File: config.mk
export PLATFORM = sky130hd
export DESIGN_NAME = sdpo_datapath
export DESIGN_NICKNAME = d
export VERILOG_FILES = /design/src/rtl/sdpo_datapath.v
export VERILOG_INCLUDE_DIRS = /design/src /design/src/common
export SDC_FILE = /design/constraint.sdc
export NUM_CORES = 1
export LEC_CHECK = 0
export BUFFER_PORTS_ARGS = -buffer_cell sky130_fd_sc_hd__buf_4
export CAP_MARGIN = 40
export CELL_PAD_IN_SITES_DETAIL_PLACEMENT = 1
export CELL_PAD_IN_SITES_GLOBAL_PLACEMENT = 1
export CORE_UTILIZATION = 27
export CTS_CLUSTER_SIZE = 24
export DETAILED_ROUTE_END_ITERATION = 10
export PLACE_DENSITY = 0.55
export RECOVER_POWER = 50
export SLEW_MARGIN = 20
export SYNTH_ARGS = -nofsm -noshare
export SYNTH_HDL_FRONTEND = slang
export SYNTH_SLANG_ARGS = --single-unit
File: constraint.sdc
create_clock -name clk -period 2.84 [get_ports clk]
set_input_delay 0.284 -clock clk [delete_from_list [all_inputs] [get_ports clk]]
set_output_delay 0.284 -clock clk [all_outputs]
set_load 0.02 [all_outputs]
File: src/common/sdpo_consts.vh
// Constants for the serial-channel datapath option block.
// Assumes byte addresses on a 32-bit AHB-Lite bus, one word per register.
`ifndef SDPO_CONSTS_VH
`define SDPO_CONSTS_VH

// ==========================================================
// Register byte offsets
`define SDPO_ADDR_CFG 8'h00
`define SDPO_ADDR_RST 8'h04
`define SDPO_ADDR_PLL 8'h08
`define SDPO_ADDR_PPM 8'h0c
`define SDPO_ADDR_STAT 8'h10
`define SDPO_ADDR_RCFG_CTL 8'h14
`define SDPO_ADDR_RCFG_DATA 8'h18
`define SDPO_ADDR_ERR 8'h1c

// ==========================================================
// Reset values
`define SDPO_CFG_RESET 32'h0000_2180
`define SDPO_RST_RESET 32'h0000_0000
`define SDPO_PLL_RESET 32'h0000_0000
`define SDPO_PPM_RESET 32'h0000_0000

// ==========================================================
// Configuration word fields
`define SDPO_CFG_APPW 2:0
`define SDPO_CFG_DEC 4:3
`define SDPO_CFG_INTW 6:5
`define SDPO_CFG_TXBUF 7
`define SDPO_CFG_RXBUF 8
`define SDPO_CFG_RXMAN 9
`define SDPO_CFG_TXREF 10
`define SDPO_CFG_RXREF 11
`define SDPO_CFG_RXUTX 12
`define SDPO_CFG_ENC 13
`define SDPO_CFG_HOLD 14
`define SDPO_CFG_BITS 15

// ==========================================================
// Codes: application width, decoding scheme
`define SDPO_APPW_16 3'h0
`define SDPO_APPW_20 3'h1
`define SDPO_APPW_32 3'h2
`define SDPO_APPW_40 3'h3
`define SDPO_APPW_64 3'h4
`define SDPO_APPW_80 3'h5
`define SDPO_DEC_8B10B 2'h0
`define SDPO_DEC_66 2'h1
`define SDPO_DEC_67 2'h2

// ==========================================================
// Phase interpolator word fields
`define SDPO_PPM_EN 0
`define SDPO_PPM_OVRD 1
`define SDPO_PPM_PD 2
`define SDPO_PPM_DOWN 3
`define SDPO_PPM_STEP 8:4
`define SDPO_PPM_CODE 22:16

`endif

File: src/rtl/sdpo_datapath.v
// Parallel datapath options of one serial transceiver channel.
// Assumes the channel symbols and user controls run on clk; status pins do not.
`timescale 1ns/100ps
`include "sdpo_consts.vh"

module sdpo_datapath #(
	parameter NBYTES = 2,
	parameter PLL_VARIANT = 0,
	parameter USE_RECONFIG = 1
) (
	// Clock and reset
	input wire clk,
	input wire rstn,
	// AHB-Lite slave
	input wire hsel,
	input wire [31:0] haddr,
	input wire [1:0] htrans,
	input wire hwrite,
	input wire [2:0] hsize,
	input wire hready,
	input wire [31:0] hwdata,
	output reg hreadyout,
	output reg hresp,
	output reg [31:0] hrdata,
	// Receive datapath
	input wire [NBYTES*10-1:0] rxSymbols,
	output reg [NBYTES*8-1:0] rxData,
	output reg [NBYTES-1:0] rxCommaFlag,
	output reg [NBYTES-1:0] rxControlCharFlag,
	output reg [NBYTES-1:0] rxDecodeError,
	// Transmit datapath
	input wire [NBYTES*8-1:0] txData,
	input wire [NBYTES-1:0] txEncBypassPerByte,
	input wire [NBYTES-1:0] txDisparityMode,
	input wire [NBYTES-1:0] txDisparityValue,
	output reg [NBYTES*8-1:0] txEncData,
	output reg [NBYTES-1:0] txEncodeByte,
	output reg [NBYTES-1:0] txDispMode,
	output reg [NBYTES-1:0] txDispValue,
	// Buffer status pins from the channel
	input wire [1:0] txBufferStatePin,
	input wire [2:0] rxBufferStatePin,
	// Resets and channel controls
	output reg txCodingReset,
	output reg rxCodingReset,
	output reg txAnalogAttachReset,
	output reg rxAnalogAttachReset,
	output reg rxBufferReset,
	output reg txEncoderEnable,
	output reg clockRecoveryHold,
	output reg quadPllPowerdown,
	output reg channelPllPowerdown,
	output reg sharedPllAPowerdown,
	output reg sharedPllBPowerdown,
	output reg [1:0] txRefclkSelect,
	output reg [1:0] rxRefclkSelect,
	// Clock sourcing
	output reg txUserClkFromTxOut,
	output reg rxUserClkFromTxOut,
	output reg txRefclkAsOutclk,
	output reg rxRefclkAsOutclk,
	output reg txBypassManual,
	output reg rxBypassManual,
	// Phase interpolator code
	output reg [6:0] txInterpCode,
	// Reconfiguration port
	output reg rcfgEn,
	output reg rcfgWe,
	output reg [8:0] rcfgAddr,
	output reg [15:0] rcfgDi,
	input wire [15:0] rcfgDo,
	input wire rcfgRdy
);

	// ==========================================================
	// Decode tables, 6b and 4b halves, bit a first
	function [5:0] dec6;
		input [5:0] s;
		begin
			case (s)
				6'h27, 6'h18: dec6 = 6'h20;
				6'h1d, 6'h22: dec6 = 6'h21;
				6'h2d, 6'h12: dec6 = 6'h22;
				6'h31: dec6 = 6'h23;
				6'h35, 6'h0a: dec6 = 6'h24;
				6'h29: dec6 = 6'h25;
				6'h19: dec6 = 6'h26;
				6'h38, 6'h07: dec6 = 6'h27;
				6'h39, 6'h06: dec6 = 6'h28;
				6'h25: dec6 = 6'h29;
				6'h15: dec6 = 6'h2a;
				6'h34: dec6 = 6'h2b;
				6'h0d: dec6 = 6'h2c;
				6'h2c: dec6 = 6'h2d;
				6'h1c: dec6 = 6'h2e;
				6'h17, 6'h28: dec6 = 6'h2f;
				6'h1b, 6'h24: dec6 = 6'h30;
				6'h23: dec6 = 6'h31;
				6'h13: dec6 = 6'h32;
				6'h32: dec6 = 6'h33;
				6'h0b: dec6 = 6'h34;
				6'h2a: dec6 = 6'h35;
				6'h1a: dec6 = 6'h36;
				6'h3a, 6'h05: dec6 = 6'h37;
				6'h33, 6'h0c: dec6 = 6'h38;
				6'h26: dec6 = 6'h39;
				6'h16: dec6 = 6'h3a;
				6'h36, 6'h09: dec6 = 6'h3b;
				6'h0e, 6'h0f, 6'h30: dec6 = 6'h3c;
				6'h2e, 6'h11: dec6 = 6'h3d;
				6'h1e, 6'h21: dec6 = 6'h3e;
				6'h2b, 6'h14: dec6 = 6'h3f;
				default: dec6 = 6'h00;
			endcase
		end
	endfunction

	function [3:0] dec4;
		input [3:0] s;
		begin
			case (s)
				4'hb, 4'h4: dec4 = 4'h8;
				4'h9: dec4 = 4'h9;
				4'h5: dec4 = 4'ha;
				4'hc, 4'h3: dec4 = 4'hb;
				4'hd, 4'h2: dec4 = 4'hc;
				4'ha: dec4 = 4'hd;
				4'h6: dec4 = 4'he;
				4'he, 4'h1, 4'h7, 4'h8: dec4 = 4'hf;
				default: dec4 = 4'h0;
			endcase
		end
	endfunction

	// ==========================================================
	// Register state
	reg [`SDPO_CFG_BITS-1:0] cfg;
	reg [4:0] rst;
	reg [7:0] pll;
	reg [22:0] ppm;
	reg [15:0] errCount;
	reg [15:0] rcfgRead;
	reg rcfgBusy;
	reg [1:0] txStatSync0;
	reg [1:0] txStatSync1;
	reg [2:0] rxStatSync0;
	reg [2:0] rxStatSync1;
	reg wrPend;
	reg rdPend;
	reg [7:0] busAddr;
	reg [31:0] rdMux;
	reg [3:0] bytesUsed;
	reg [57:0] dsState;
	reg [57:0] next_dsState;
	reg [NBYTES*8-1:0] dsOut;
	integer b;
	localparam [31:0] CFG_INIT = `SDPO_CFG_RESET;
	localparam [31:0] RST_INIT = `SDPO_RST_RESET;
	localparam [31:0] PLL_INIT = `SDPO_PLL_RESET;
	localparam [31:0] PPM_INIT = `SDPO_PPM_RESET;

	wire busAcc = hsel & hready & htrans[1];
	wire is8b = cfg[`SDPO_CFG_DEC] == `SDPO_DEC_8B10B;
	wire [NBYTES*8-1:0] decData;
	wire [NBYTES*8-1:0] dsIn;
	wire [NBYTES-1:0] decComma;
	wire [NBYTES-1:0] decK;
	wire [NBYTES-1:0] decBad;
	wire [NBYTES-1:0] laneOn;

	// ==========================================================
	// AHB-Lite: writes take no wait, reads take one
	always @(posedge clk or negedge rstn) begin
		if (!rstn) begin
			wrPend <= 1'b0;
			rdPend <= 1'b0;
			busAddr <= 8'h00;
			hreadyout <= 1'b1;
			hresp <= 1'b0;
			hrdata <= 32'h0000_0000;
		end else begin
			hresp <= 1'b0;
			if (rdPend) begin
				hrdata <= rdMux;
				hreadyout <= 1'b1;
				rdPend <= 1'b0;
				wrPend <= 1'b0;
			end else if (busAcc) begin
				busAddr <= haddr[7:0];
				wrPend <= hwrite;
				rdPend <= ~hwrite;
				hreadyout <= hwrite;
			end else begin
				wrPend <= 1'b0;
			end
		end
	end

	// Read multiplexer; unmapped words read zero
	always @* begin
		rdMux = 32'h0000_0000;
		if (busAddr == `SDPO_ADDR_CFG) begin
			rdMux[`SDPO_CFG_BITS-1:0] = cfg;
		end else if (busAddr == `SDPO_ADDR_RST) begin
			rdMux[4:0] = rst;
		end else if (busAddr == `SDPO_ADDR_PLL) begin
			rdMux[7:0] = pll;
		end else if (busAddr == `SDPO_ADDR_PPM) begin
			rdMux[22:0] = ppm;
		end else if (busAddr == `SDPO_ADDR_STAT) begin
			rdMux[1:0] = txStatSync1;
			rdMux[4:2] = rxStatSync1;
			rdMux[11:5] = txInterpCode;
			rdMux[12] = txBypassManual;
			rdMux[13] = rxUserClkFromTxOut;
		end else if (busAddr == `SDPO_ADDR_RCFG_CTL) begin
			rdMux[31] = rcfgBusy;
		end else if (busAddr == `SDPO_ADDR_RCFG_DATA) begin
			rdMux[15:0] = rcfgRead;
		end else if (busAddr == `SDPO_ADDR_ERR) begin
			rdMux[15:0] = errCount;
		end
	end

	// ==========================================================
	// Control registers
	always @(posedge clk or negedge rstn) begin
		if (!rstn) begin
			cfg <= CFG_INIT[`SDPO_CFG_BITS-1:0];
			rst <= RST_INIT[4:0];
			pll <= PLL_INIT[7:0];
			ppm <= PPM_INIT[22:0];
		end else if (wrPend) begin
			if (busAddr == `SDPO_ADDR_CFG) begin
				// unlisted application width and decoding codes keep the old setting
				cfg[14:7] <= hwdata[14:7];
				if (hwdata[2:0] <= `SDPO_APPW_80)
					cfg[`SDPO_CFG_APPW] <= hwdata[2:0];
				if (hwdata[4:3] != 2'h3)
					cfg[`SDPO_CFG_DEC] <= hwdata[4:3];
				cfg[`SDPO_CFG_INTW] <= hwdata[6:5];
			end else if (busAddr == `SDPO_ADDR_RST) begin
				rst <= hwdata[4:0];
			end else if (busAddr == `SDPO_ADDR_PLL) begin
				pll <= hwdata[7:0];
			end else if (busAddr == `SDPO_ADDR_PPM) begin
				ppm <= hwdata[22:0];
			end
		end
	end

	// ==========================================================
	// Channel controls driven from the registers
	always @(posedge clk or negedge rstn) begin
		if (!rstn) begin
			txCodingReset <= 1'b0;
			rxCodingReset <= 1'b0;
			txAnalogAttachReset <= 1'b0;
			rxAnalogAttachReset <= 1'b0;
			rxBufferReset <= 1'b0;
			txEncoderEnable <= 1'b0;
			clockRecoveryHold <= 1'b0;
			quadPllPowerdown <= 1'b0;
			channelPllPowerdown <= 1'b0;
			sharedPllAPowerdown <= 1'b0;
			sharedPllBPowerdown <= 1'b0;
			txRefclkSelect <= 2'h0;
			rxRefclkSelect <= 2'h0;
			txUserClkFromTxOut <= 1'b0;
			rxUserClkFromTxOut <= 1'b0;
			txRefclkAsOutclk <= 1'b0;
			rxRefclkAsOutclk <= 1'b0;
			txBypassManual <= 1'b0;
			rxBypassManual <= 1'b0;
		end else begin
			// one reset per sublayer and direction
			txCodingReset <= rst[0];
			rxCodingReset <= rst[1];
			txAnalogAttachReset <= rst[2];
			rxAnalogAttachReset <= rst[3];
			// buffer reset silent while the buffer is bypassed
			rxBufferReset <= rst[4] & cfg[`SDPO_CFG_RXBUF];
			txEncoderEnable <= cfg[`SDPO_CFG_ENC];
			clockRecoveryHold <= cfg[`SDPO_CFG_HOLD];
			// only the PLLs of this variant are powered down
			quadPllPowerdown <= (PLL_VARIANT == 0) & pll[0];
			channelPllPowerdown <= (PLL_VARIANT == 0) & pll[1];
			sharedPllAPowerdown <= (PLL_VARIANT != 0) & pll[2];
			sharedPllBPowerdown <= (PLL_VARIANT != 0) & pll[3];
			txRefclkSelect <= pll[5:4];
			rxRefclkSelect <= pll[7:6];
			// transmit user clock from transmit output clock
			txUserClkFromTxOut <= 1'b1;
			// bypassed buffer forces the receive output clock
			rxUserClkFromTxOut <= cfg[`SDPO_CFG_RXUTX] & cfg[`SDPO_CFG_RXBUF];
			// reference clock as output clock when chosen
			txRefclkAsOutclk <= cfg[`SDPO_CFG_TXREF];
			rxRefclkAsOutclk <= cfg[`SDPO_CFG_RXREF];
			// manual alignment whenever the transmit buffer is bypassed
			txBypassManual <= ~cfg[`SDPO_CFG_TXBUF];
			// automatic unless software asks for manual
			rxBypassManual <= ~cfg[`SDPO_CFG_RXBUF] & cfg[`SDPO_CFG_RXMAN];
		end
	end

	// ==========================================================
	// Buffer status pins, synchronised
	always @(posedge clk or negedge rstn) begin
		if (!rstn) begin
			txStatSync0 <= 2'h0;
			txStatSync1 <= 2'h0;
			rxStatSync0 <= 3'h0;
			rxStatSync1 <= 3'h0;
		end else begin
			txStatSync0 <= txBufferStatePin;
			rxStatSync0 <= rxBufferStatePin;
			// status reads zero while its buffer is bypassed
			txStatSync1 <= cfg[`SDPO_CFG_TXBUF] ? txStatSync0 : 2'h0;
			rxStatSync1 <= cfg[`SDPO_CFG_RXBUF] ? rxStatSync0 : 3'h0;
		end
	end

	// ==========================================================
	// Phase interpolator frequency control
	always @(posedge clk or negedge rstn) begin
		if (!rstn) begin
			txInterpCode <= 7'h00;
		end else if (ppm[`SDPO_PPM_PD]) begin
			// powered down controller parks the code
			txInterpCode <= 7'h00;
		end else if (ppm[`SDPO_PPM_OVRD]) begin
			txInterpCode <= ppm[`SDPO_PPM_CODE];
		end else if (ppm[`SDPO_PPM_EN]) begin
			// step up or down by the step size
			if (ppm[`SDPO_PPM_DOWN])
				txInterpCode <= txInterpCode - {2'h0, ppm[`SDPO_PPM_STEP]};
			else
				txInterpCode <= txInterpCode + {2'h0, ppm[`SDPO_PPM_STEP]};
		end
	end

	// ==========================================================
	// Reconfiguration port; a start while busy is ignored
	always @(posedge clk or negedge rstn) begin
		if (!rstn) begin
			rcfgEn <= 1'b0;
			rcfgWe <= 1'b0;
			rcfgAddr <= 9'h000;
			rcfgDi <= 16'h0000;
			rcfgRead <= 16'h0000;
			rcfgBusy <= 1'b0;
		end else begin
			rcfgEn <= 1'b0;
			rcfgWe <= 1'b0;
			if (rcfgBusy && rcfgRdy) begin
				rcfgBusy <= 1'b0;
				rcfgRead <= rcfgDo;
			end
			if (wrPend && busAddr == `SDPO_ADDR_RCFG_DATA && !rcfgBusy)
				rcfgDi <= hwdata[15:0];
			// access only when the port is brought out
			if (wrPend && busAddr == `SDPO_ADDR_RCFG_CTL && !rcfgBusy
				&& USE_RECONFIG != 0) begin
				rcfgAddr <= hwdata[8:0];
				rcfgEn <= 1'b1;
				rcfgWe <= hwdata[9];
				rcfgBusy <= 1'b1;
			end
		end
	end

	// ==========================================================
	// bytes carried by the application width
	always @* begin
		case (cfg[`SDPO_CFG_APPW])
			`SDPO_APPW_16, `SDPO_APPW_20: bytesUsed = 4'h2;
			`SDPO_APPW_32, `SDPO_APPW_40: bytesUsed = 4'h4;
			default: bytesUsed = 4'h8;
		endcase
	end

	// Per-lane 8B/10B decode
	genvar g;
	generate
		for (g = 0; g < NBYTES; g = g + 1) begin : lane
			wire [9:0] sym = rxSymbols[g*10+9:g*10];
			wire [5:0] six = {sym[0], sym[1], sym[2], sym[3], sym[4], sym[5]};
			wire [3:0] fghj = {sym[6], sym[7], sym[8], sym[9]};
			wire k28 = (six == 6'h0f) | (six == 6'h30);
			wire [5:0] lo = dec6(six);
			wire [3:0] hi = dec4((six == 6'h30) ? ~fghj : fghj);
			wire alt7 = (fghj == 4'h7) | (fghj == 4'h8);
			wire kx7 = (lo[4:0] == 5'h17) | (lo[4:0] == 5'h1b)
				| (lo[4:0] == 5'h1d) | (lo[4:0] == 5'h1e);
			assign laneOn[g] = g < bytesUsed;
			assign decData[g*8+7:g*8] = {hi[2:0], lo[4:0]};
			assign decK[g] = k28 | (kx7 & alt7);
			// commas are K28.1, K28.5 and K28.7
			assign decComma[g] = k28 & hi[0] & (hi[2:0] != 3'h3);
			assign decBad[g] = ~(lo[5] & hi[3]);
			assign dsIn[g*8+7:g*8] = sym[7:0];
		end
	endgenerate

	// self-synchronous descrambler for the gearbox modes
	always @* begin
		next_dsState = dsState;
		dsOut = {(NBYTES*8){1'b0}};
		for (b = 0; b < NBYTES*8; b = b + 1) begin
			dsOut[b] = dsIn[b] ^ next_dsState[38] ^ next_dsState[57];
			next_dsState = {next_dsState[56:0], dsIn[b]};
		end
	end

	// ==========================================================
	// Receive outputs, registered with their word
	always @(posedge clk or negedge rstn) begin
		if (!rstn) begin
			dsState <= 58'h0;
			rxData <= {(NBYTES*8){1'b0}};
			rxCommaFlag <= {NBYTES{1'b0}};
			rxControlCharFlag <= {NBYTES{1'b0}};
			rxDecodeError <= {NBYTES{1'b0}};
		end else if (rxCodingReset) begin
			dsState <= 58'h0;
			rxData <= {(NBYTES*8){1'b0}};
			rxCommaFlag <= {NBYTES{1'b0}};
			rxControlCharFlag <= {NBYTES{1'b0}};
			rxDecodeError <= {NBYTES{1'b0}};
		end else begin
			if (!is8b)
				dsState <= next_dsState;
			// flags leave with the data they describe
			rxData <= is8b ? decData : dsOut;
			rxCommaFlag <= is8b ? (decComma & laneOn) : {NBYTES{1'b0}};
			rxControlCharFlag <= is8b ? (decK & laneOn) : {NBYTES{1'b0}};
			rxDecodeError <= is8b ? (decBad & laneOn) : {NBYTES{1'b0}};
		end
	end

	// Decode error counter; a clearing write wins, restarting at one if a new error arrives
	always @(posedge clk or negedge rstn) begin
		if (!rstn) begin
			errCount <= 16'h0000;
		end else if (wrPend && busAddr == `SDPO_ADDR_ERR) begin
			errCount <= {15'h0000, |rxDecodeError};
		end else if (|rxDecodeError && errCount != 16'hffff) begin
			errCount <= errCount + 16'h0001;
		end
	end

	// ==========================================================
	// Transmit controls, registered with their word
	always @(posedge clk or negedge rstn) begin
		if (!rstn) begin
			txEncData <= {(NBYTES*8){1'b0}};
			txEncodeByte <= {NBYTES{1'b0}};
			txDispMode <= {NBYTES{1'b0}};
			txDispValue <= {NBYTES{1'b0}};
		end else begin
			txEncData <= txData;
			// encode per byte only when enabled and not bypassed
			txEncodeByte <= ~txEncBypassPerByte & laneOn
				& {NBYTES{cfg[`SDPO_CFG_ENC] & is8b & ~txCodingReset}};
			// disparity controls travel with their byte
			txDispMode <= txDisparityMode & laneOn;
			txDispValue <= txDisparityValue & laneOn;
		end
	end

endmodule // sdpo_datapath

==> flow_metrics.tcl, run 1 <==
set metrics [dict create \
    setup_viol 0 \
    hold_ws_ns 0.03194 \
    worstPathArrival_ns 3.07 \
    rows 82 \
    hold_path_class "in -> reg" \
    setup-tns-final_ns 0 \
    relSlewSlack_pct -42.89 \
    dp_hpwl_um 32010 \
    antenna_found_initial 2 \
    ys.warnings.count 0 \
    hold-path-cell-count 2 \
    pin_count 271 \
    path_delay_family "compound AO/OA/AOI/OAI gates" \
    grt.total_usage_pct 17.55 \
    drt_wl_total_um 45610 \
    post-cts-setup-buffers 0 \
    syn_inst 1351 \
    rsz0062_at_grt "no" \
    period_needed_ns 2.639 \
    synth-seq-cells 284 \
    crit_chain "inv_1 -> ha_1 -> mux2i_1 -> fa_1 -> a21o_1 -> a21oi_2 -> o21bai_1 -> a21oi_1 -> xor2_1 -> a21boi_0 -> o311a_1" \
    yosysSeqAreaShare_pct 51.35 \
    fillers 5700 \
    failed_checks "capacitance limit, slew limit" \
    n_antenna_cell 0 \
    pre_cts_slack_ns 0.09138 \
    ys_types 78 \
    netlist_area_um2 13850 \
    r2r_end "txInterpCode[6]$_DFFE_PN0P_" \
    cts_max_level 2 \
    synth-edff-count 0 \
    io_buffers 222 \
    cts-root-buf "clkbuf_16" \
    rr_worst_depth 11 \
    fin_skew_ns 0.01489 \
    cts_sinks 284 \
    worst-path-max-fanout 2 \
    ys_async_sr_fraction_pct 100.0 \
    p_leak_nw 8.260 \
    grt_pass1_wl_um 71880 \
    routed-via-count 11179 \
    synth.most_common_cell "dfrtp_1" \
    start_util_pct 27.49 \
    dr.first_iter.drc_count 576 \
    yosys.area.top_type_share_pct 50.59 \
    drc 0 \
    syn_to_final_growth_pct 31.34 \
    crit_buf_inv 1 \
    synth.cells.most_frequent "dfrtp_1 (280), nand2_1 (164), a21oi_1 (128)" \
    crit_cells 11 \
    fin_nets 1796 \
    synth_area_leaders "dfrtp_1 (51%), mux2_2 (7.9%), a21oi_1 (4.6%)" \
    die-area_um2 52210 \
    clock_latency_ns 0.55 \
    cp-start-kind "flop" \
    synth_flop_cell "dfrtp_1" \
    tightestPinTransition_ns 2.143 \
    cts_tree "built" \
    startpoint "ppm[4]$_DFFE_PN0P_" \
    dr.pass1.iters 4 \
    cts_buffer_depth 3 \
    multiInputGateArea_um2 6203 \
    die-height_um 228.5 \
    via_per_inst 4.798 \
    register_area_um2 7113 \
    grt_max_degree 70 \
    die_w_um 228.5 \
    maxCapViolCount 1 \
    reg2reg_slack_ns 0.20 \
    postRouteAntennaNets 0 \
    routedWlPerCell_um 19.58 \
    gr-total-overflow 0 \
    critPathRequiredTime_ns 3.27 \
    cp_slowest_stage_delay_ns 0.44 \
    outcome "complete, but fails checks" \
    setup_slack_ns 0.2009 \
    slew_violations 69 \
    grt_pass1_vias 11925 \
    syn_area_per_cell_um2 10.25 \
    cp-endpoint "txInterpCode[6]$_DFFE_PN0P_" \
    clkSlewWorstSetupHoldPaths_ns 0.06 \
    synth_top_cell_by_area "dfrtp_1" \
    period_share_pct 92.92 \
    gp_congestion 0.8234 \
    power.density_nw_per_um2 707.8 \
    cp_slowest_cell "fa_1" \
    drive_above_1_share_pct 26.06 \
    worstSetupPathType "reg -> reg" \
    hold_viol 0 \
    max_freq_ghz 0.3789 \
    timing.rr.start "ppm[4]$_DFFE_PN0P_" \
    ir_worst_vdd_v 0.0006382 \
    cts_buffers 36 \
    crit_path_end_kind "flop" \
    coreArea_um2 50380 \
]
kinds of logic (layout without fill, tap and decap cells):
group | count (synthesis) | count (layout) | synth area share [%]
xor gates and xnor gates | 58 | 58 | 3.668
adders and majority gates | 29 | 29 | 2.602
other | 2 | 12 | 0.05423
buffers and inverters | 137 | 434 | 4.246
muxes | 130 | 130 | 10.81
AOI/OAI and AO/OA | 303 | 303 | 13.77
and+or+nand+nor | 408 | 408 | 13.50
DFF | 284 | 284 | 51.35
cell usage in the layout (no fill, tap or decap), types with 7 or more instances in the layout:
cell	netlist	routed
nor2_1	113	112
conb_1	2	12
inv_1	38	38
buf_4	11	217
nand2_1	164	164
nor2b_1	15	15
dlygate4sd3_1	0	69
a31oi_1	7	7
a21o_1	12	12
dfrtp_1	280	279
xor2_1	19	19
a22oi_1	14	14
nand4_1	9	9
clkbuf_4	0	26
clkbuf_16	0	36
mux2i_1	21	21
nand2b_1	18	18
a22o_1	11	11
and3_1	10	10
clkbuf_1	58	20
mux2_2	97	97
ha_1	24	24
o22ai_1	18	18
a221oi_1	7	7
o211ai_1	14	14
and2_1	12	8
o21ai_0	42	42
xnor2_1	39	39
nand3_1	29	29
nor3_1	10	9
a21oi_1	128	127
mux2_4	10	10
worst min path at each step:
stage / from / to / slack (ns)
floorplan: rstn / busAddr[0]$_DFFE_PN0P_ / -0.01
CTS: hwdata[5] / rcfgDi[5]$_DFFE_PN0P_ / 0.004
global route: hwdata[5] / pll[5]$_DFFE_PN0P_ / 0.02
detailed placement: rstn / rxDecodeError[0]$_DFF_PN0_ / 0.32
finish: hwdata[5] / pll[5]$_DFFE_PN0P_ / 0.03
global placement: rstn / rxDecodeError[0]$_DFF_PN0_ / 0.31
report_power, final:
| part | switching, mW | internal [mW] | leakage, nW |
|---|---|---|---|
| clock | 1.84 | 2.97 | 0.601 |
| sequential | 0.459 | 4.66 | 3.54 |
| combinational | 1.67 | 1.28 | 4.12 |
timing repair:
item                       in CTS  in global routing
hold buffers                   69                  0
setup endpoints to repair       0                  1
resized for setup               0                  1
hold endpoints to repair      148                  0
layer usage:
layer / track usage, % / vias up / part of all wire (%)
li1: - / 5248 / -
met1: 24.64 / 5681 / 48
met2: 27.67 / 195 / 46
met3: 2.458 / 55 / 3.4
met4: 5.768 / 0 / 2.6
met5: 0 / - / 0
flip-flops by register name, indices dropped and copies added (netlist names), 3 cells and up:
name / cells
txInterpCode: 7
dsState: 58
hrdata: 24
rxStatSync1: 3
errCount: 16
ppm: 23
cfg: 15
rxStatSync0: 3
rxData: 16
rst: 5
txEncData: 16
rcfgRead: 16
rcfgDi: 16
rcfgAddr: 9
pll: 8
busAddr: 8
through the flow:
stage / util (%) / cells / power, mW / instance area [um2]
after global routing: 36.11 / 2330 / 13.57 / 18190
final: 36.11 / 2330 / 12.87 / 18190
after CTS: 36.24 / 2330 / 13.15 / 18250
after floorplan: - / 1361 / 6.898 / 13890
after global placement: 32.41 / 2198 / 8.093 / 16330
after detailed placement: 32.41 / 2198 / 8.142 / 16330
area by class of cell:
| class | count | area share [%] |
|---|---|---|
| multi-input cells | 940 | 34.10 |
| inverters | 40 | 0.8254 |
| flip-flops and latches | 284 | 39.10 |
| well taps | 672 | 4.622 |
| clock inverters | 12 | 1.197 |
| repair buffers | 331 | 14.56 |
| clock buffers | 51 | 5.592 |
No activity file was read; power rests on OpenSTA's default activity.
==> run 2: changes to the inputs <==
--- a/config.mk
+++ b/config.mk
@@ -6,6 +6,7 @@
 export SDC_FILE = /design/constraint.sdc
 export NUM_CORES = 1
 export LEC_CHECK = 0
+export ABC_AREA = 1
 export BUFFER_PORTS_ARGS = -buffer_cell sky130_fd_sc_hd__buf_4
 export CAP_MARGIN = 40
 export CELL_PAD_IN_SITES_DETAIL_PLACEMENT = 1
@@ -13,7 +14,7 @@
 export CORE_UTILIZATION = 27
 export CTS_CLUSTER_SIZE = 24
 export DETAILED_ROUTE_END_ITERATION = 10
-export PLACE_DENSITY = 0.55
+export PLACE_DENSITY = 0.56
 export RECOVER_POWER = 50
 export SLEW_MARGIN = 20
 export SYNTH_ARGS = -nofsm -noshare
==> run 2 against run 1 <==
Net effect: the flow still finishes with violations (capacitance limit, slew limit); global-route usage up 0.80 points; combinational power is 46% lower; cell area shrank 2.7%; power decreased by 13%; via count up 5.8%; sequential share of layout area is 1.1 points higher; fmax increased by 3.6%; clock-buffer cell count down 1; sequential power decreased by 12%.
==> flow_metrics.tcl, run 2 <==
set metrics [dict create \
    mostFrequentLayoutCell "nand2_1" \
    slew_violations 70 \
    die-height_um 225.7 \
    rows 81 \
    tightestPinTransition_ns 2.006 \
    crit_path_end_kind "flop" \
    die_w_um 225.7 \
    stdcell_count 2547 \
    pin_count 271 \
    dp.cells 2416 \
    grt_pass1_wl_um 71850 \
    p_clk_share_pct 45.4 \
    critPathRequiredTime_ns 3.28 \
    yosysSeqAreaShare_pct 52.63 \
    via_per_inst 4.645 \
    cts_max_level 2 \
    clock_latency_ns 0.56 \
    hold_path_class "in -> reg" \
    coreArea_um2 49150 \
    synth_area_leaders "dfrtp_1 (52%), nand2_1 (9.8%), o21ai_0 (5.6%)" \
    cts-root-buf "clkbuf_16" \
    fin_skew_ns 0.03037 \
    drt_wl_total_um 46200 \
    max_freq_ghz 0.3924 \
    grt_max_degree 81 \
    drc 0 \
    grt_pass1_vias 12358 \
    dp_hpwl_um 33470 \
    top_register "dsState" \
    ys_async_sr_fraction_pct 100.0 \
    dr.pass1.iters 4 \
    final_cell_mix "nand2_1 (351), dfrtp_1 (280), inv_1 (190), buf_4 (174), o21ai_0 (151)" \
    setup-tns-final_ns 0 \
    io_buffers 222 \
    ir_worst_vdd_v 0.0003882 \
    yosys.area.top_type_share_pct 51.86 \
    gp_congestion 0.8538 \
    syn_inst 1570 \
    top_regs "dsState (58), hrdata (24), ppm (23)" \
    hold_viol 0 \
    cts_tree "built" \
    synth.cells.most_frequent "nand2_1 (351), dfrtp_1 (280), inv_1 (189)" \
    setup_viol 0 \
    worstSetupPathType "reg -> reg" \
    synth_top_cell_by_area "dfrtp_1" \
    fin_nets 2019 \
    post-route-util_pct 36.00 \
    start_util_pct 27.49 \
    cts_buffer_depth 3 \
    clkSlewWorstSetupHoldPaths_ns 0.06 \
    cts_buffers 37 \
    syn_area_per_cell_um2 8.606 \
    p_switching_mw 3.080 \
    routed-via-count 11832 \
    grt.total_usage_pct 18.34 \
    relSlewSlack_pct -33.76 \
    power.density_nw_per_um2 631.2 \
    comb_power_share_pct 14.2 \
    synth-edff-count 0 \
    netlist_area_um2 13510 \
    drive_above_1_share_pct 16.20 \
    dr.first_iter.drc_count 683 \
    ys_types 54 \
    worstPathArrival_ns 2.99 \
    largest_register_ffs 58 \
    p_leak_nw 8.652 \
    period_needed_ns 2.549 \
    postRouteAntennaNets 0 \
    pre_cts_slack_ns 0.5257 \
    cp-start-kind "flop" \
    synth.most_common_cell "nand2_1" \
    post-cts-setup-buffers 0 \
    fillers 5767 \
    rsz0062_at_grt "no" \
    n_antenna_cell 0 \
    crit_chain "nor2_2 -> nand3_1 -> nor2_4 -> nand2_1 -> buf_4 -> nor2_1 -> a21oi_1 -> dlygate4sd3_1" \
    gr-total-overflow 0 \
    ys.warnings.count 0 \
    swShare_pct 27.58 \
    outcome "complete, but fails checks" \
    setup_slack_ns 0.2915 \
    maxCapViolCount 1 \
    synth-seq-cells 284 \
    failed_checks "capacitance limit, slew limit" \
    cts_sinks 284 \
    cp_slowest_stage_delay_ns 0.55 \
    period_share_pct 89.74 \
    seqPwrFrac_pct 40.4 \
    p_int_mw 8.090 \
    die-area_um2 50940 \
    syn_to_final_growth_pct 30.97 \
    synth_flop_cell "dfrtp_1" \
    worst-path-max-fanout 18 \
    routedWlPerCell_um 18.14 \
    antenna_found_initial 2 \
    cp_slowest_cell "dlygate4sd3_1" \
]
run 2: cell types whose count changed after synthesis, moves of 50 or more:
| cell | delta |
|---|---|
| a21oi_1 | -50 |
| inv_1 | +151 |
| mux2_2 | -95 |
| nand2_1 | +187 |
| nand3_1 | +70 |
| o21ai_0 | +109 |
run 2: worst paths after layout:
check	depth (start not counted)	from	slack, ns	end
worst max-delay path	8	busAddr[1]$_DFFE_PN0P_	0.29	cfg[3]$_DFFE_PN0P_
min in group asynchronous	2	rstn	0.87	txEncData[12]$_DFF_PN0_
worst min register to register	0	rst[2]$_DFFE_PN0P_	0.40	txAnalogAttachReset$_DFF_PN0_
worst min-delay path	3	rcfgDo[4]	0.03	rcfgRead[4]$_DFFE_PN0P_
worst max register to register	8	busAddr[1]$_DFFE_PN0P_	0.29	cfg[3]$_DFFE_PN0P_
max in group asynchronous	3	rstn	0.66	rcfgRead[1]$_DFFE_PN0P_
run 2: per-layer routing:
metal | track usage (%) | vias to the layer above | wire (um)
met5 | 0 | - | 10
met4 | 5.903 | 2 | 1163
met3 | 3.552 | 65 | 2440
met2 | 28.46 | 260 | 20830
met1 | 25.54 | 5856 | 21750
li1 | - | 5649 | -
run 2: power groups by stage:
| stage | Sequential, mW | Clock (mW) | Combinational [mW] |
|---|---|---|---|
| 2_1_floorplan | 4.69 | 0 | 0.677 |
| 6_report | 4.52 | 5.07 | 1.59 |
| 4_1_cts | 4.53 | 5.24 | 1.64 |
| 3_5_place_dp | 4.59 | 0 | 1.56 |
| 3_3_place_gp | 4.59 | 0 | 1.52 |
| 5_1_grt | 4.55 | 5.36 | 1.76 |
run 2: cell type report:
| type | instances | area [um2] | area share [%] |
|---|---|---|---|
| clock buffer | 50 | 1066 | 6.024 |
| tap | 664 | 830.8 | 4.695 |
| inverter | 198 | 745.7 | 4.214 |
| clock inverter | 16 | 251.5 | 1.421 |
| sequential | 284 | 7112 | 40.19 |
| multi-input combinational | 1022 | 5286 | 29.87 |
| timing repair buffer | 313 | 2404 | 13.58 |
run 2: critical path, delay by kind of cell (launching register included):
kind / cells / cell delay [ns]
buffers and inverters: 2 / 0.80
DFF: 1 / 0.38
AOI/OAI and AO/OA: 1 / 0.06
and+or+nand+nor: 5 / 1.20
run 2: repair_timing:
item	CTS	global route
hold buffers	64	0
endpoints found under the setup margin	0	1
hold endpoints to repair	132	0
resized for setup	0	1
run 2: cells by family (layout without fill, tap and decap cells):
logic type	count (synthesis)	count (layout)	synth area share, %
and+or+nand+nor	605	605	19.11
AOI/OAI and AO/OA	330	330	13.67
DFF	284	284	52.63
buffers and inverters	274	577	8.519
xor gates and xnor gates	48	48	3.473
adders and majority gates	25	25	2.371
other	2	12	0.05558
muxes	2	2	0.1667
run 2: stage by stage:
| step | area, um2 | power, mW | hold WS, ns |
|---|---|---|---|
| floorplan | 13550 | 5.368 | -0.01159 |
| global placement | 15870 | 6.110 | 0.3105 |
| detailed placement | 15900 | 6.154 | 0.3145 |
| CTS | 17860 | 11.41 | 0.0008950 |
| global route | 17700 | 11.67 | 0.01451 |
| finish | 17700 | 11.17 | 0.02858 |
==> run 3: changes to the inputs <==
--- a/config.mk
+++ b/config.mk
@@ -14,7 +14,7 @@
 export CORE_UTILIZATION = 27
 export CTS_CLUSTER_SIZE = 24
 export DETAILED_ROUTE_END_ITERATION = 10
-export PLACE_DENSITY = 0.56
+export PLACE_DENSITY = 0.59
 export RECOVER_POWER = 50
 export SLEW_MARGIN = 20
 export SYNTH_ARGS = -nofsm -noshare
==> constraint.sdc (replaced) <==
create_clock -name clk -period 2.2 [get_ports clk]
set_input_delay 0.22 -clock clk [delete_from_list [all_inputs] [get_ports clk]]
set_output_delay 0.22 -clock clk [all_outputs]
set_load 0.02 [all_outputs]
==> run 3 against run 2 <==
Net effect: the run now ends clean; global-route usage about the same; critical path depth increased by 5; sequential share of layout area fell by 0.69 points; worst setup slack got worse by 0.17 ns; core utilization up 0.63 points; non-clock buffer count is 35 higher; combinational power grew 34%; clock skew fell by 0.0085 ns; largest cell class unchanged; largest power group is now registers.
==> flow_metrics.tcl, run 3 (synthesis results as in run 2) <==
set metrics [dict create \
    period_needed_ns 2.075 \
    whs_endpoint "ppm[15]$_DFFE_PN0P_" \
    die-height_um 225.7 \
    antenna_found_initial 3 \
    pin_count 271 \
    cts_max_level 2 \
    gp_congestion 0.8625 \
    timing.rr.start "ppm[4]$_DFFE_PN0P_" \
    max_freq_ghz 0.4819 \
    grt.total_usage_pct 18.39 \
    hold-path-cell-count 3 \
    outcome "completed" \
    dr.pass1.iters 5 \
    slew_violations 0 \
    cts-root-buf "clkbuf_16" \
    worst-path-max-fanout 4 \
    p_total_mw 13.56 \
    routed-via-count 11876 \
    grt_pass1_wl_um 72030 \
    final_cell_mix "nand2_1 (351), dfrtp_1 (280), buf_4 (236), inv_1 (188), o21ai_0 (147)" \
    gr-total-overflow 0 \
    drc 0 \
    critPathRequiredTime_ns 2.63 \
    rows 81 \
    fin_skew_ns 0.02192 \
    coreArea_um2 49150 \
    io_buffers 222 \
    postRouteAntennaNets 0 \
    post-route-util_pct 36.63 \
    power.density_nw_per_um2 753.4 \
    reg2reg_slack_ns 0.12 \
    die_w_um 225.7 \
    hold_ws_ns 0.01989 \
    cts_buffers 35 \
    fillers 5785 \
    r2r_end "txInterpCode[5]$_DFFE_PN0P_" \
    die-area_um2 50940 \
    via_per_inst 4.601 \
    maxCapViolCount 0 \
    crit_path_end_kind "flop" \
    period_share_pct 94.32 \
    syn_to_final_growth_pct 33.24 \
    grt_pass1_vias 12635 \
    setup_viol 0 \
    clkSlewWorstSetupHoldPaths_ns 0.06 \
    worstPathArrival_ns 2.51 \
    cts_buffer_depth 3 \
    cts_tree "built" \
    worstSetupPathType "reg -> reg" \
    largest_register_ffs 58 \
    rr_worst_depth 13 \
    pre_cts_slack_ns 0.01969 \
    drt_wl_total_um 46290 \
    cts_sinks 284 \
    cp-start-kind "flop" \
    clock_latency_ns 0.55 \
    relSlewSlack_pct 10.23 \
    drive_above_1_share_pct 19.42 \
    routedWlPerCell_um 17.94 \
    dr.first_iter.drc_count 627 \
    fin_nets 2052 \
    top_regs "dsState (58), hrdata (24), ppm (23)" \
    setup_slack_ns 0.1249 \
    p_leak_nw 8.848 \
    ir_worst_vdd_v 0.0004684 \
    grt_max_degree 77 \
    tightestPinTransition_ns 1.347 \
    dp_hpwl_um 33240 \
    top_register "dsState" \
    hold_viol 0 \
    hold_path_class "in -> reg" \
    worstHoldStart "hwdata[15]" \
    start_util_pct 27.49 \
    mostFrequentLayoutCell "nand2_1" \
]
-- run 3: cell count changes in the layout (fill, tap and decap cells not counted), sizes merged --
cell / previous run / this run
bufinv: 6 / 1
diode: 0 / 1
buf: 179 / 246
clkinvlp: 1 / 3
dlygate4sd3: 64 / 72
clkinv: 8 / 7
inv: 199 / 198
clkbuf: 120 / 83
-- run 3: where the power goes --
group	leakage [nW]	total, mW	switching [mW]	internal [mW]
Clock	0.527	5.59	2.33	3.26
Combinational	4.94	2.13	1.30	0.829
Sequential	3.38	5.84	0.251	5.59
Total	8.85	13.6	3.89	9.68
-- run 3: critical path, stage by stage (launching register included) --
cell and delay, ns:
dfrtp_1 0.39, inv_2 0.08, ha_4 0.15, nor2_2 0.04, xor2_1 0.15, ha_1 0.36
a21oi_2 0.17, nand2_1 0.09, nand2_1 0.07, nand2_1 0.06, a21oi_2 0.16, nor2_1 0.06
o21ai_1 0.12, o21ai_1 0.07
-- run 3: layout make-up --
type	count	area, um2	area share [%]
flip-flops and latches	284	7112	39.50
multi-input cells	1022	5350	29.72
repair buffers	348	2865	15.91
clock buffers	53	994.7	5.525
well taps	664	830.8	4.615
inverters	198	745.7	4.142
clock inverters	11	102.6	0.5699
diodes	1	2.502	0.01390
-- run 3: through the flow --
step	instance area [um2]	TNS [ns]	std cells
final	18000	0	2581
after global routing	18000	-0.08181	2581
after CTS	17980	0	2579
after detailed placement	16160	0	2443
after global placement	16160	0	2443
after floorplan	13550	0	1580
-- run 3: how the worst max path moves through the flow --
stage / startpoint / to / cells after the start
floorplan: ppm[4]$_DFFE_PN0P_ / txInterpCode[6]$_DFFE_PN0P_ / 12
global placement: ppm[5]$_DFFE_PN0P_ / txInterpCode[5]$_DFFE_PN0P_ / 12
detailed placement: ppm[4]$_DFFE_PN0P_ / txInterpCode[5]$_DFFE_PN0P_ / 12
CTS: ppm[4]$_DFFE_PN0P_ / txInterpCode[5]$_DFFE_PN0P_ / 13
global route: ppm[4]$_DFFE_PN0P_ / txInterpCode[5]$_DFFE_PN0P_ / 13
finish: ppm[4]$_DFFE_PN0P_ / txInterpCode[5]$_DFFE_PN0P_ / 13
-- run 3: what timing repair did --
action,in CTS,in global routing
resized for setup,1,16
pin swaps,0,5
hold buffers,72,0
buffers inserted,0,1
endpoints found under the hold margin,140,0
setup endpoints to repair,1,7
-- run 3: routing by layer --
layer  global-route usage (%)  part of all wire (%)  vias to the layer above
li1                         -                     -                     5696
met1                    24.83                    47                     5901
met2                    29.29                    46                      214
met3                    3.955                   4.4                       63
met4                    5.640                   2.6                        2
met5                        0                 0.022                        -
